## src/inc/fsg_defs.vh

```
// constants for the host-side flash protection sequencer
// assumes a 100 MHz reference clock and a parallel flash with separate strobes
`ifndef FSG_DEFS_VH
`define FSG_DEFS_VH
// clock period in ns
`define FSG_CLK_NS 10
// write strobe low time, ns (least time, rounded up)
`define FSG_WE_LOW_NS 50
`define FSG_WE_LOW_CYC ((`FSG_WE_LOW_NS + `FSG_CLK_NS - 1) / `FSG_CLK_NS)
// write strobe high time between cycles, ns
`define FSG_WE_HIGH_NS 30
`define FSG_WE_HIGH_CYC ((`FSG_WE_HIGH_NS + `FSG_CLK_NS - 1) / `FSG_CLK_NS)
// glitch filter figure, ns; strobe pulses are kept longer than this
`define FSG_GLITCH_NS 5
// read access time plus the sleep margin, ns
`define FSG_ACC_NS 90
`define FSG_SLEEP_NS 30
`define FSG_RD_CYC ((`FSG_ACC_NS + `FSG_SLEEP_NS + `FSG_CLK_NS - 1) / `FSG_CLK_NS)
// settle time after a high-voltage pin change, ns
`define FSG_HV_SETTLE_NS 4000
`define FSG_HV_SETTLE_CYC ((`FSG_HV_SETTLE_NS + `FSG_CLK_NS - 1) / `FSG_CLK_NS)
// command codes and unlock addresses, word mode
`define FSG_UNLOCK_A1 20'h00555
`define FSG_UNLOCK_A2 20'h002AA
`define FSG_UNLOCK_D1 16'h00AA
`define FSG_UNLOCK_D2 16'h0055
`define FSG_CMD_PROG 16'h00A0
`define FSG_CMD_ERASE 16'h0080
`define FSG_CMD_SECT_ERASE 16'h0030
`define FSG_CMD_RESET 16'h00F0
// sector select field position within the address
`define FSG_SEL_HI 19
`define FSG_SEL_LO 12
// boot sector codes for each variant
`define FSG_TOP_BOOT_BASE 8'hF8
`define FSG_BOT_BOOT_LAST 8'h07
// operation codes on the user port
`define FSG_OP_PROG 3'h1
`define FSG_OP_ERASE 3'h2
`define FSG_OP_READ 3'h3
`define FSG_OP_TEMP_UNPROT 3'h4
`define FSG_OP_ACCEL_PROG 3'h5
`endif

```

## src/hdl/fsg_host_ctrl.v

```verilog
// host sequencer driving a parallel flash's strobes, address, data and protection pins
// assumes the flash pins are synchronous to i_ref_clk; high voltages are driven by level shifters
`timescale 1ns/10ps
`include "fsg_defs.vh"
// What the document requires
// RQ1 - protected sectors refuse program and erase
// RQ2 - unprotected sector accepts program and erase again
// RQ3 - reset pin high voltage for protect changes
// RQ4 - protect other sectors before unprotecting one; temporary unprotect here protects no sector first
// RQ5 - equipment method needs high voltage pins
// RQ6 - top boot: high codes are boot sectors
// RQ7 - bottom boot: low codes are boot sectors
// RQ8 - write-protect low locks two outer sectors
// RQ9 - write-protect high: outer sectors follow status
// RQ10 - acceleration voltage gives two-cycle bypass programming
// RQ11 - raise acceleration only from read mode
// RQ12 - reset high voltage temporarily unprotects sectors
// RQ13 - stable address leads to automatic sleep
// RQ14 - low supply blocks all write cycles
// RQ15 - strobe pulses under 5 ns ignored
// RQ16 - write needs select, write low, output high
// RQ17 - all three strobes low is a read
// RQ18 - power-up locks out writes
// RQ19 - program and erase need unlock cycles
// RQ20 - host holds control pins safe above lockout
// RQ21 - address at later fall, data earlier rise
// RQ22 - reset low aborts and returns to read
// RQ23 - protected target completes without change
// RQ24 - lockout ends after strobe seen high
module fsg_host_ctrl
#(
   parameter HV_SETTLE_CYC = `FSG_HV_SETTLE_CYC
)
(
   input wire i_ref_clk,
   input wire i_rst_n,
   input wire i_req, // one-cycle request pulse
   input wire [2:0] i_op, // operation code
   input wire [19:0] i_addr, // target word address
   input wire [15:0] i_wdata, // program data
   input wire i_top_boot, // 1: top boot variant
   input wire i_supply_ok, // supply above supply_lockout_threshold
   input wire [15:0] i_dq_in, // flash data pins, input side
   output reg o_busy,
   output reg o_done, // one-cycle pulse
   output reg o_refused, // one-cycle pulse with o_done
   output reg [15:0] o_rdata,
   output reg [19:0] o_fl_addr,
   output reg [15:0] o_dq_out,
   output reg o_dq_oe, // high while host drives the data pins
   output reg o_fl_ce_n,
   output reg o_fl_we_n,
   output reg o_fl_oe_n,
   output reg o_fl_reset_n, // logic reset to the flash
   output reg o_rst_id_hv_en, // identification_high_voltage on reset pin
   output reg o_wp_n, // write-protect level
   output reg o_acc_hv_en // acceleration_high_voltage on the protect pin
);
   // states, one-hot
   localparam [6:0] ST_IDLE = 7'h01;
   localparam [6:0] ST_HV = 7'h02;
   localparam [6:0] ST_SETUP = 7'h04;
   localparam [6:0] ST_WLOW = 7'h08;
   localparam [6:0] ST_WHIGH = 7'h10;
   localparam [6:0] ST_READ = 7'h20;
   localparam [6:0] ST_DROP = 7'h40;

   reg [6:0] state_q; // sequencer state
   reg [2:0] op_q; // latched operation
   reg [19:0] pa_q; // latched target address
   reg [15:0] pd_q; // latched data
   reg [2:0] step_q; // bus cycle number in the sequence
   reg [12:0] cnt_q; // delay counter, wide enough for the settle time
   reg pwr_lock_q; // power-up write lockout
   reg strobe_seen_q; // strobes observed high after power-up
   wire [19:0] rom_addr; // table address
   wire [15:0] rom_data; // table data
   wire rom_last; // final cycle of the sequence
   reg [6:0] state_d;
   reg last_q; // bus cycle now on the pins is the final one
   // pulse counts kept 32 bits wide; the counter takes their low bits
   localparam [31:0] RD_CYC = `FSG_RD_CYC;
   localparam [31:0] WE_LOW_CYC = `FSG_WE_LOW_CYC;
   localparam [31:0] WE_HIGH_CYC = `FSG_WE_HIGH_CYC;

   // boot sector select: true for the two outermost 8K sectors
   function outer_boot;
      input [7:0] sel;
      input top;
      begin
         if (top)
            outer_boot = (sel >= 8'hFE); // RQ6 RQ8
         else
            outer_boot = (sel <= 8'h01); // RQ7 RQ8
      end
   endfunction

   fsg_step_rom u_rom
   (
      .i_ref_clk(i_ref_clk),
      .i_rst_n(i_rst_n),
      .i_op(op_q),
      .i_step(step_q),
      .i_pa(pa_q),
      .i_pd(pd_q),
      .o_addr(rom_addr),
      .o_data(rom_data),
      .o_last(rom_last)
   );

   // next state
   always @*
   begin
      state_d = state_q;
      case (state_q)
         ST_IDLE:
            if (i_req && i_supply_ok && !pwr_lock_q) // RQ14 RQ18
               state_d = (i_op == `FSG_OP_READ) ? ST_READ : ST_HV;
         ST_HV:
            if (cnt_q == 13'h0000)
               state_d = (op_q == `FSG_OP_TEMP_UNPROT) ? ST_DROP : ST_SETUP;
         ST_SETUP:
            state_d = ST_WLOW;
         ST_WLOW:
            if (cnt_q == 13'h0000)
               state_d = ST_WHIGH;
         ST_WHIGH:
            if (cnt_q == 13'h0000)
               state_d = last_q ? ST_DROP : ST_SETUP;
         ST_READ:
            if (cnt_q == 13'h0000)
               state_d = ST_IDLE;
         ST_DROP:
            if (cnt_q == 13'h0000)
               state_d = ST_IDLE;
         default:
            state_d = ST_IDLE;
      endcase
      // low supply aborts any sequence in flight
      if (!i_supply_ok)
         state_d = ST_IDLE; // RQ14 RQ20
   end

   // power-up lockout: held until strobes have been seen high
   always @(posedge i_ref_clk or negedge i_rst_n)
   begin
      if (!i_rst_n)
      begin
         pwr_lock_q <= 1'b1;
         strobe_seen_q <= 1'b0;
      end
      else
      begin
         strobe_seen_q <= o_fl_we_n & o_fl_ce_n;
         if (!i_supply_ok)
            pwr_lock_q <= 1'b1; // RQ14
         else if (strobe_seen_q)
            pwr_lock_q <= 1'b0; // RQ18 RQ24
      end
   end

   // main sequencer registers
   always @(posedge i_ref_clk or negedge i_rst_n)
   begin
      if (!i_rst_n)
      begin
         state_q <= ST_IDLE;
         op_q <= 3'h0;
         pa_q <= 20'h00000;
         pd_q <= 16'h0000;
         step_q <= 3'h0;
         last_q <= 1'b0;
         cnt_q <= 13'h0000;
         o_busy <= 1'b0;
         o_done <= 1'b0;
         o_refused <= 1'b0;
         o_rdata <= 16'h0000;
         o_fl_addr <= 20'h00000;
         o_dq_out <= 16'h0000;
         o_dq_oe <= 1'b0;
         o_fl_ce_n <= 1'b1; // RQ20
         o_fl_we_n <= 1'b1; // RQ20
         o_fl_oe_n <= 1'b1;
         o_fl_reset_n <= 1'b0; // RQ22
         o_rst_id_hv_en <= 1'b0;
         o_wp_n <= 1'b0; // RQ8
         o_acc_hv_en <= 1'b0;
      end
      else
      begin
         state_q <= state_d;
         o_done <= 1'b0;
         o_refused <= 1'b0;
         o_fl_reset_n <= i_supply_ok; // RQ22
         if (cnt_q != 13'h0000)
            cnt_q <= cnt_q - 13'h0001;
         case (state_q)
            ST_IDLE:
            begin
               o_fl_ce_n <= 1'b1;
               o_fl_we_n <= 1'b1;
               o_fl_oe_n <= 1'b1;
               o_dq_oe <= 1'b0;
               step_q <= 3'h0;
               if (i_req)
               begin
                  op_q <= i_op;
                  pa_q <= i_addr;
                  pd_q <= i_wdata;
                  o_busy <= (state_d != ST_IDLE);
                  if (state_d == ST_IDLE)
                  begin
                     // lockout or low supply: refused at once
                     o_done <= 1'b1;
                     o_refused <= 1'b1; // RQ14 RQ18
                  end
                  else if (i_op == `FSG_OP_READ)
                  begin
                     // all-low strobes avoided; plain read cycle
                     o_fl_addr <= i_addr;
                     o_fl_ce_n <= 1'b0; // RQ17
                     o_fl_oe_n <= 1'b0;
                     cnt_q <= RD_CYC[12:0]; // RQ13
                  end
                  else
                  begin
                     // outer boot sectors unlocked only for a write aimed there; all else keeps the lock
                     o_wp_n <= outer_boot(i_addr[`FSG_SEL_HI:`FSG_SEL_LO], i_top_boot); // RQ8 RQ9
                     // temporary unprotect opens every group at once except the outer boot groups when the target is outside them (o_wp_n stays low), so no group is protected first
                     o_rst_id_hv_en <= (i_op == `FSG_OP_TEMP_UNPROT); // RQ3 RQ4 RQ12
                     o_acc_hv_en <= (i_op == `FSG_OP_ACCEL_PROG); // RQ10 RQ11
                     cnt_q <= HV_SETTLE_CYC[12:0];
                  end
               end
            end
            ST_SETUP:
            begin
               // address and data set before the strobes fall; table steps on now because its
               // word is registered, so the next cycle's word is ready by the next setup
               o_fl_addr <= rom_addr; // RQ21
               o_dq_out <= rom_data; // RQ19
               last_q <= rom_last;
               step_q <= step_q + 3'h1;
               o_dq_oe <= 1'b1;
               // output enable only ever at logic levels: the equipment method is never used
               o_fl_oe_n <= 1'b1; // RQ5 RQ16
               cnt_q <= WE_LOW_CYC[12:0]; // RQ15
            end
            ST_WLOW:
            begin
               o_fl_ce_n <= (state_d == ST_WHIGH);
               o_fl_we_n <= (state_d == ST_WHIGH); // RQ16 RQ21
               if (state_d == ST_WHIGH)
                  cnt_q <= WE_HIGH_CYC[12:0];
            end
            ST_WHIGH:
            begin
               if (state_d == ST_DROP)
               begin
                  o_dq_oe <= 1'b0;
                  cnt_q <= HV_SETTLE_CYC[12:0];
                  o_acc_hv_en <= 1'b0; // RQ10
               end
            end
            ST_HV:
            begin
               if (state_d == ST_DROP)
                  cnt_q <= HV_SETTLE_CYC[12:0];
            end
            ST_READ:
            begin
               if (state_d == ST_IDLE)
               begin
                  o_rdata <= i_dq_in;
                  o_fl_ce_n <= 1'b1;
                  o_fl_oe_n <= 1'b1;
                  o_busy <= 1'b0;
                  o_done <= 1'b1;
               end
            end
            ST_DROP:
            begin
               if (state_d == ST_IDLE)
               begin
                  // high voltage removed: sectors protected again
                  o_rst_id_hv_en <= 1'b0; // RQ12
                  o_wp_n <= 1'b0; // RQ8
                  o_busy <= 1'b0;
                  o_done <= 1'b1; // RQ23
               end
            end
            default:
            begin
               o_busy <= 1'b0;
            end
         endcase
         // supply loss: release strobes and high voltages at once
         if (!i_supply_ok)
         begin
            o_fl_ce_n <= 1'b1; // RQ14 RQ20
            o_fl_we_n <= 1'b1;
            o_fl_oe_n <= 1'b1;
            o_dq_oe <= 1'b0;
            o_rst_id_hv_en <= 1'b0;
            o_acc_hv_en <= 1'b0;
            o_wp_n <= 1'b0; // RQ8
            o_busy <= 1'b0;
         end
      end
   end
endmodule // fsg_host_ctrl

```

## src/hdl/fsg_step_rom.v

```verilog
// fixed sequence table: bus cycle number to address and data for each operation
// assumes the caller supplies program address and data for the last cycle
`timescale 1ns/10ps
module fsg_step_rom
(
   input wire i_ref_clk,
   input wire i_rst_n,
   input wire [2:0] i_op,
   input wire [2:0] i_step,
   input wire [19:0] i_pa,
   input wire [15:0] i_pd,
   output reg [19:0] o_addr,
   output reg [15:0] o_data,
   output reg o_last
);
`include "fsg_defs.vh"
   reg [19:0] addr_d; // next table address
   reg [15:0] data_d; // next table data
   reg last_d; // marks the final cycle of the sequence

   // table lookup; registered so the pins see a clean word
   always @*
   begin
      addr_d = i_pa;
      data_d = i_pd;
      last_d = 1'b1;
      if (i_op == `FSG_OP_ACCEL_PROG)
      begin
         // unlock bypass: two cycles, no unlock prefix
         if (i_step == 3'h0)
         begin
            addr_d = `FSG_UNLOCK_A1;
            data_d = `FSG_CMD_PROG;
            last_d = 1'b0;
         end
      end
      else
      begin
         case (i_step)
            3'h0, 3'h3:
            begin
               addr_d = `FSG_UNLOCK_A1;
               data_d = `FSG_UNLOCK_D1;
               last_d = 1'b0;
            end
            3'h1, 3'h4:
            begin
               addr_d = `FSG_UNLOCK_A2;
               data_d = `FSG_UNLOCK_D2;
               last_d = 1'b0;
            end
            3'h2:
            begin
               addr_d = `FSG_UNLOCK_A1;
               data_d = (i_op == `FSG_OP_ERASE) ? `FSG_CMD_ERASE : `FSG_CMD_PROG;
               last_d = 1'b0;
            end
            default:
            begin
               // last cycle: program word, or sector erase at the sector
               if (i_op == `FSG_OP_ERASE)
                  data_d = `FSG_CMD_SECT_ERASE;
            end
         endcase
         // program ends after four cycles
         if (i_op != `FSG_OP_ERASE && i_step == 3'h3)
         begin
            addr_d = i_pa;
            data_d = i_pd;
            last_d = 1'b1;
         end
      end
   end

   // registered read data
   always @(posedge i_ref_clk or negedge i_rst_n)
   begin
      if (!i_rst_n)
      begin
         o_addr <= 20'h00000;
         o_data <= 16'h0000;
         o_last <= 1'b0;
      end
      else
      begin
         o_addr <= addr_d;
         o_data <= data_d;
         o_last <= last_d;
      end
   end
endmodule // fsg_step_rom

```

## config.mk

```make
export PLATFORM = sky130hd
export DESIGN_NAME = fsg_host_ctrl
export DESIGN_NICKNAME = d
export VERILOG_FILES = /design/src/hdl/fsg_host_ctrl.v /design/src/hdl/fsg_step_rom.v
export VERILOG_INCLUDE_DIRS = /design/src /design/src/inc
export SDC_FILE = /design/constraint.sdc
export NUM_CORES = 1
export LEC_CHECK = 0
export BUFFER_PORTS_ARGS = -buffer_cell sky130_fd_sc_hd__buf_2
export CAP_MARGIN = 20
export CORE_ASPECT_RATIO = 1.2
export CORE_MARGIN = 10
export CORE_UTILIZATION = 30
export CTS_CLUSTER_SIZE = 40
export DETAILED_ROUTE_END_ITERATION = 12
export PLACE_DENSITY = 0.55
export SLEW_MARGIN = 15
export SYNTH_ARGS = -nofsm -noshare
export SYNTH_HDL_FRONTEND = slang
export SYNTH_SLANG_ARGS = --single-unit
export TNS_END_PERCENT = 100
```

## constraint.sdc

```tcl
create_clock -name i_ref_clk -period 3.5 [get_ports i_ref_clk]
set_clock_uncertainty 0.2 [all_clocks]
set_input_delay 0.35 -clock i_ref_clk [delete_from_list [all_inputs] [get_ports i_ref_clk]]
set_output_delay 0.35 -clock i_ref_clk [all_outputs]
set_load 0.01 [all_outputs]
```

==> results.md, run 1 <==
* Worst path arrival time at 2.85 ns
* Clk slew on worst S/H paths at 0.07 ns
* GRT overflow at 0
* Die Wd at 161 um
* Root Buffer: clkbuf_16
* Post-synth ARST share at 1.00
* Post-route antenna net violation count at 0
* Clock power share at 0.384
* Cell area after synthesis at 7170 sq um
* Worst rel slew slack at 0.503
* N_diodes at 0
* Initial antenna violation count at 0
* CTS tree: built
* Global-route wire length before repair at 29500 um
* Final Net Count at 860
* Status: finished clean
* P_int at 3.56 mW
* Setup-failing EPs final at 0
* Max-cap violations at 0
* Drt first pass iters at 5
* TritonCTS Buffers at 17
* Psw at 1.39 mW
* Fmax at 366 MHz
* Setup TNS at 0 ns
* Number of global-route vias before repair at 5464
* IO Pins at 123
* Main flop type after synthesis: dfrtp_1
* CP Capture Type: flop
* Initial Utilization at 0.307
* Pwr/cell area at 536 nW/um^2
* IO buf count at 122
* R2R Path Start: step_q[0]
* Worst path required time at 3.62 ns
* Layout cell share with drive strength beyond 1 at 0.289
* Site row count at 61
* Hold Path Stages at 2
* Critical path class: reg -> reg
* Setup ws final at 0.770 ns
* Static leakage at 4.39 nW
* Core Area at 23400 sq um
* Most frequent cells in the layout: 160 x dfrtp_1, 121 x buf_2, 102 x nand2_1
* R2R cell count at 6
* Synth cell types at 67
* Warnings from Yosys at 0
* Sequential share of the synthesized area at 0.576
* Clock Latency Late Sink at 0.42 ns
* Worst setup SP type: flop
* Routed WL per cell at 15.9 um
* Commonest non-fill, non-tap cell in the layout: dfrtp_1
* R2r endpoint: u_rom.o_data[13]
* DRT Wirelength at 17800 um
* Hpwl dp at 12400 um
* DP Worst Slack at 0.785 ns
* Fin crit share at 0.780
* Full die area at 30500 sq um
* Htree depth at 4
* RSZ-0062 raised after global routing: false
* Mean post-synth cell area at 11.5 sq um
* Sw frac at 0.280
* Placer Congestion at 0.850
* Min Tclk post-route at 2.73 ns
* Slew at the pin with the worst max-slew slack at 0.739 ns
* Post-Synthesis Cells at 623
* CTS sink cnt at 165
* Vias per Instance at 4.57
* Vias at 5124
* Largest net degree at the start of global routing at 71
* Largest fanout on the critical path at 9
* Initial DRC count at 282
* Area grow syn2layout at 28.7%
* Post-synth EDFFs at 0
* Number of max-slew violations in the final report at 0
* #FFs+latches synth at 165
* Longest Clk Path Bufs at 2
* Hold Path Sink: pa_q[16]
* Die Span Y at 189 um
* VDD IR max at 0.306 mV
* Fin. Hold Viols at 0
* R2R setup slack at 0.77 ns
* Syn_nets at 689
* Fin util at 0.395
* Part of the power in registers at 0.455
* GRT Util Overall at 0.119
* Worst min-delay path class: in -> reg
* Logic gate share of total power at 0.161
* HP Start: i_addr[16]
* Drt drc at 0
[power groups by stage]
stage | combinational [mW] | sequential [mW] | clock [mW]
4_1_cts | 0.807 | 2.26 | 1.95
3_3_place_gp | 0.763 | 2.29 | 0
5_1_grt | 0.896 | 2.28 | 2.04
3_5_place_dp | 0.764 | 2.29 | 0
2_1_floorplan | 0.480 | 2.29 | 0
6_report | 0.796 | 2.25 | 1.90
[through the flow]
step                      power [mW]  hold WS (ns)  cells  instance area (sq um)
after floorplan                 2.77        -0.146    623                   7170
after detailed placement        3.05         0.204   1045                   8190
after CTS                       5.02       0.00357   1122                   9230
final                           4.95        0.0194   1122                   9230
after global routing            5.22       0.00917   1122                   9230
after global placement          3.05         0.171   1045                   8190
[final cells by class]
cell class                 count  area [sq um]
sequential                   165          4140
multi-input combinational    415          2860
clock buffer                  19           443
fill                        2321         14100
clock inverter                13           146
inverter                      16          60.1
tap                          315           394
timing repair buffer         179          1190
[kinds of logic after synthesis]
logic type | synth area share
simple gates | 0.150
xor+xnor | 0.0134
flops | 0.576
fa+ha+maj | 0.0105
buf+inv | 0.0260
mux | 0.125
compound gates | 0.0984
[worst max-delay path, cell delays in order (launching register included)]
cell and delay (ns):
dfrtp_1 0.42, ha_1 0.21, ha_1 0.28, o311ai_0 0.65, o22ai_1 0.42, buf_4 0.28, and2_1 0.16
[state kept, by name, indices dropped and copies added, names as in the netlist, 3 cells and up]
signal / cells
o_fl_addr: 20
pa_q: 20
u_rom.o_addr: 20
o_dq_out: 16
o_rdata: 16
pd_q: 16
u_rom.o_data: 16
cnt_q: 13
state_q: 7
op_q: 3
step_q: 3
[cells in the mapped netlist (8+ instances only)]
cell	n	area, sq um
o21ai_0	42	210
o21a_1	8	60.1
dfrtp_1	160	4000
nor2_1	26	97.6
a21oi_1	11	55.1
and2_1	19	119
mux2_4	10	150
mux2_2	39	439
nor2b_1	8	50.1
clkbuf_1	16	60.1
nand2_1	103	387
mux2i_1	24	240
nor3_1	9	45.0
inv_1	16	60.1
a21o_1	11	82.6
[what timing repair did]
| action | in CTS | in global routing |
|---|---|---|
| endpoints found under the setup margin | 0 | 0 |
| hold endpoints to repair | 111 | 0 |
| hold buffers | 45 | 0 |
| buffers inserted | 0 | 0 |
| resized for setup | 0 | 0 |
[metal layers]
layer,vias up,wire length (um),GRT usage
met5,-,0,0
li1,2510,-,-
met4,0,272,0.0420
met3,14,726,0.0297
met2,101,9170,0.205
met1,2499,7680,0.141
[worst max-delay path by stage]
stage	endpoint	from	cells past startpoint
2_1_floorplan	u_rom.o_data[10]	step_q[2]	8
3_3_place_gp	u_rom.o_data[15]	step_q[0]	6
3_5_place_dp	u_rom.o_data[13]	step_q[0]	6
4_1_cts	u_rom.o_data[14]	step_q[0]	6
5_1_grt	u_rom.o_data[13]	step_q[0]	6
6_report	u_rom.o_data[13]	step_q[0]	6
(Power assumes the default switching activity.)
==> run 2: changes to the inputs <==
PLACE_DENSITY = 0.57   (was 0.55)
clock period = 2.2 ns   (was 3.5 ns; I/O delays follow)
==> results.md, run 2 (synthesis results as in run 1) <==
* Status: finished, violations left
* Violated checks: setup timing
* IO buf count at 122 (unchanged)
* Initial DRC count at 223 (-21%)
* IO Pins at 123 (unchanged)
* Worst rel slew slack at 0.676 (+0.173)
* Non-Filler Instances at 1229 (+9.5%)
* Post-route antenna net violation count at 0 (unchanged)
* Psw at 2.44 mW (+76%)
* Cell area after layout at 10500 sq um (+14%)
* Area after DPL at 8850 sq um (+8.0%)
* Site row count at 61 (unchanged)
* Setup TNS at -0.209 ns (-0.209 ns)
* Crit. path cell count at 6 (unchanged)
* Setup ws final at -0.0349 ns (-0.805 ns)
* Fin util at 0.449 (+0.0538)
* Min Tclk post-route at 2.23 ns (-0.495 ns)
* Vias at 5652 (+10%)
* Fin crit share at 1.02 (+0.236)
* Critical path cell sequence: nor4_4 > nand3b_1 > o31ai_4 > buf_6 > nand2b_4 > mux2_4
* CP top delay family: simple AND/OR/NAND/NOR gates
* Initial Utilization at 0.307 (unchanged)
* Fin. Hold Viols at 0 (unchanged)
* N_diodes at 0 (unchanged)
* Routed WL per cell at 16.3 um (+2.6%)
* Clk slew on worst S/H paths at 0.07 ns (about the same)
* Global-route wire length before repair at 32400 um (+9.8%)
* Pwr/cell area at 798 nW/um^2 (+49%)
* Hold Path Stages at 3 (+1)
* Fillers at 2200 (-5.2%)
* CTS sink cnt at 165 (unchanged)
* Sequential cell area at 4140 sq um (+0.15%)
* Fmax at 447 MHz (+22%)
* Worst path arrival time at 2.33 ns (-0.52 ns)
* Drt first pass iters at 4 (-1)
* Clock Latency Late Sink at 0.43 ns (about the same)
* Number of global-route vias before repair at 6091 (+11%)
* Part of the power in registers at 0.430 (-0.025)
* Area grow syn2layout at 46.2%
* Slew at the pin with the worst max-slew slack at 0.485 ns (-0.255 ns)
* TritonCTS Buffers at 17 (unchanged)
* Full die area at 30500 sq um (unchanged)
* P_int at 5.93 mW (+66%)
* Largest registers: o_fl_addr (20), pa_q (20), u_rom.o_addr (20)
* Final Net Count at 967 (+12%)
* Drt drc at 0 (unchanged)
* Placer Congestion at 0.841 (-1.0%)
* Core Area at 23400 sq um (unchanged)
* Sw frac at 0.291 (+0.0113)
* Slowest CP cell: dfrtp_1
* Vias per Instance at 4.60 (+0.70%)
* Worst path buffer plus inverter count at 1 (unchanged)
* Die Wd at 161 um (unchanged)
* Worst min-delay path class: in -> reg
* Dpl cells at 1122 (+7.4%)
* VDD IR max at 0.516 mV (+69%)
* Die Span Y at 189 um (unchanged)
* RSZ-0062 raised after global routing: true
* Most frequent cells in the layout: 155 x dfrtp_1, 121 x buf_2, 98 x nand2_1
* Clock power share at 0.336 (-0.048)
* Max-cap violations at 0 (unchanged)
* Area of the multi-input gates at 3210 sq um (+13%)
* Largest fanout on the critical path at 8 (-1)
* Number of max-slew violations in the final report at 0 (unchanged)
* Hold slack final at 0.0249 ns (+0.00554 ns)
* Static leakage at 5.03 nW (+15%)
* Critical path class: reg -> reg
* GRT Util Overall at 0.131 (+0.0120)
* Logic gate share of total power at 0.234 (+0.073)
* Layout cell share with drive strength beyond 1 at 0.430 (+0.141)
* Initial antenna violation count at 0 (unchanged)
* GRT overflow at 0 (unchanged)
* Largest net degree at the start of global routing at 46 (-35%)
* DRT Wirelength at 20100 um (+12%)
* Htree depth at 4 (unchanged)
* R2R cell count at 6 (unchanged)
* Setup-failing EPs final at 10 (+10)
* Longest Clk Path Bufs at 2 (unchanged)
* Slowest stage delay, CP at 0.42 ns (-0.23 ns)
* Hpwl dp at 13900 um (+13%)
* Worst setup SP type: flop
* CTS tree: built
* CP Capture Type: flop
* Worst path required time at 2.30 ns (-1.32 ns)
* Commonest non-fill, non-tap cell in the layout: dfrtp_1
* Root Buffer: clkbuf_16
run 2: changes by cell type in the layout (fill, tap and decap cells not counted), sizes merged, moves of 2 or more:
| cell | change |
|---|---|
| bufinv | -2 |
| clkbuf | +2 |
| dlygate4sd3 | +12 |
| buf | +94 |
| clkinv | +2 |
run 2: path summary, 6_finish.rpt:
check / slack, ns / startpoint / to
max in group asynchronous: 0.99 / i_rst_n / o_fl_oe_n
hold reg to reg: 0.18 / strobe_seen_q / pwr_lock_q
setup / recovery: -0.03 / cnt_q[5] / o_rdata[5]
hold / removal: 0.02 / i_req / op_q[0]
setup reg to reg: -0.03 / cnt_q[5] / o_rdata[5]
min in group asynchronous: 0.08 / i_rst_n / o_rdata[6]
run 2: cell type report:
type / instances / area share
repair buffers: 285 / 0.202
flip-flops and latches: 165 / 0.395
clock inverters: 11 / 0.00883
clock buffers: 21 / 0.0439
multi-input cells: 416 / 0.307
well taps: 315 / 0.0376
inverters: 16 / 0.00573
run 2: power by group through the flow:
stage / clock network, mW / registers, mW / logic (mW)
CTS: 2.91 / 3.58 / 1.81
finish: 2.81 / 3.60 / 1.95
global route: 3.03 / 3.64 / 2.14
floorplan: 0 / 3.64 / 0.779
detailed placement: 0 / 3.61 / 1.60
global placement: 0 / 3.61 / 1.58
run 2: repair_timing:
item | 4_1_cts | 5_1_grt
cloned | 1 | 0
resized for setup | 33 | 71
setup endpoints to repair | 84 | 121
hold buffers | 57 | 0
buffers inserted | 11 | 6
hold endpoints to repair | 240 | 0
pin swaps | 14 | 29
run 2: per-layer routing:
metal | wire length (um) | vias to the layer above | share of wire | GRT usage
met5 | 0 | - | 0 | 0
met4 | 376 | 0 | 0.019 | 0.0456
met3 | 772 | 24 | 0.039 | 0.0295
met2 | 10300 | 121 | 0.51 | 0.228
met1 | 8630 | 2790 | 0.43 | 0.155
li1 | - | 2717 | - | -
run 2: worst register-to-register path, stage by stage, from the launching register on:
cell and delay [ns]:
dfrtp_1 0.42, nor4_4 0.34, nand3b_1 0.22, o31ai_4 0.30, buf_6 0.16, nand2b_4 0.13, mux2_4 0.33
run 2: per-stage QoR:
step	total power [mW]	setup slack, ns
after floorplan	4.42	-0.0312
after global placement	5.19	-0.121
after detailed placement	5.22	-0.165
after CTS	8.29	-0.101
after global routing	8.80	-0.109
final	8.36	-0.0349
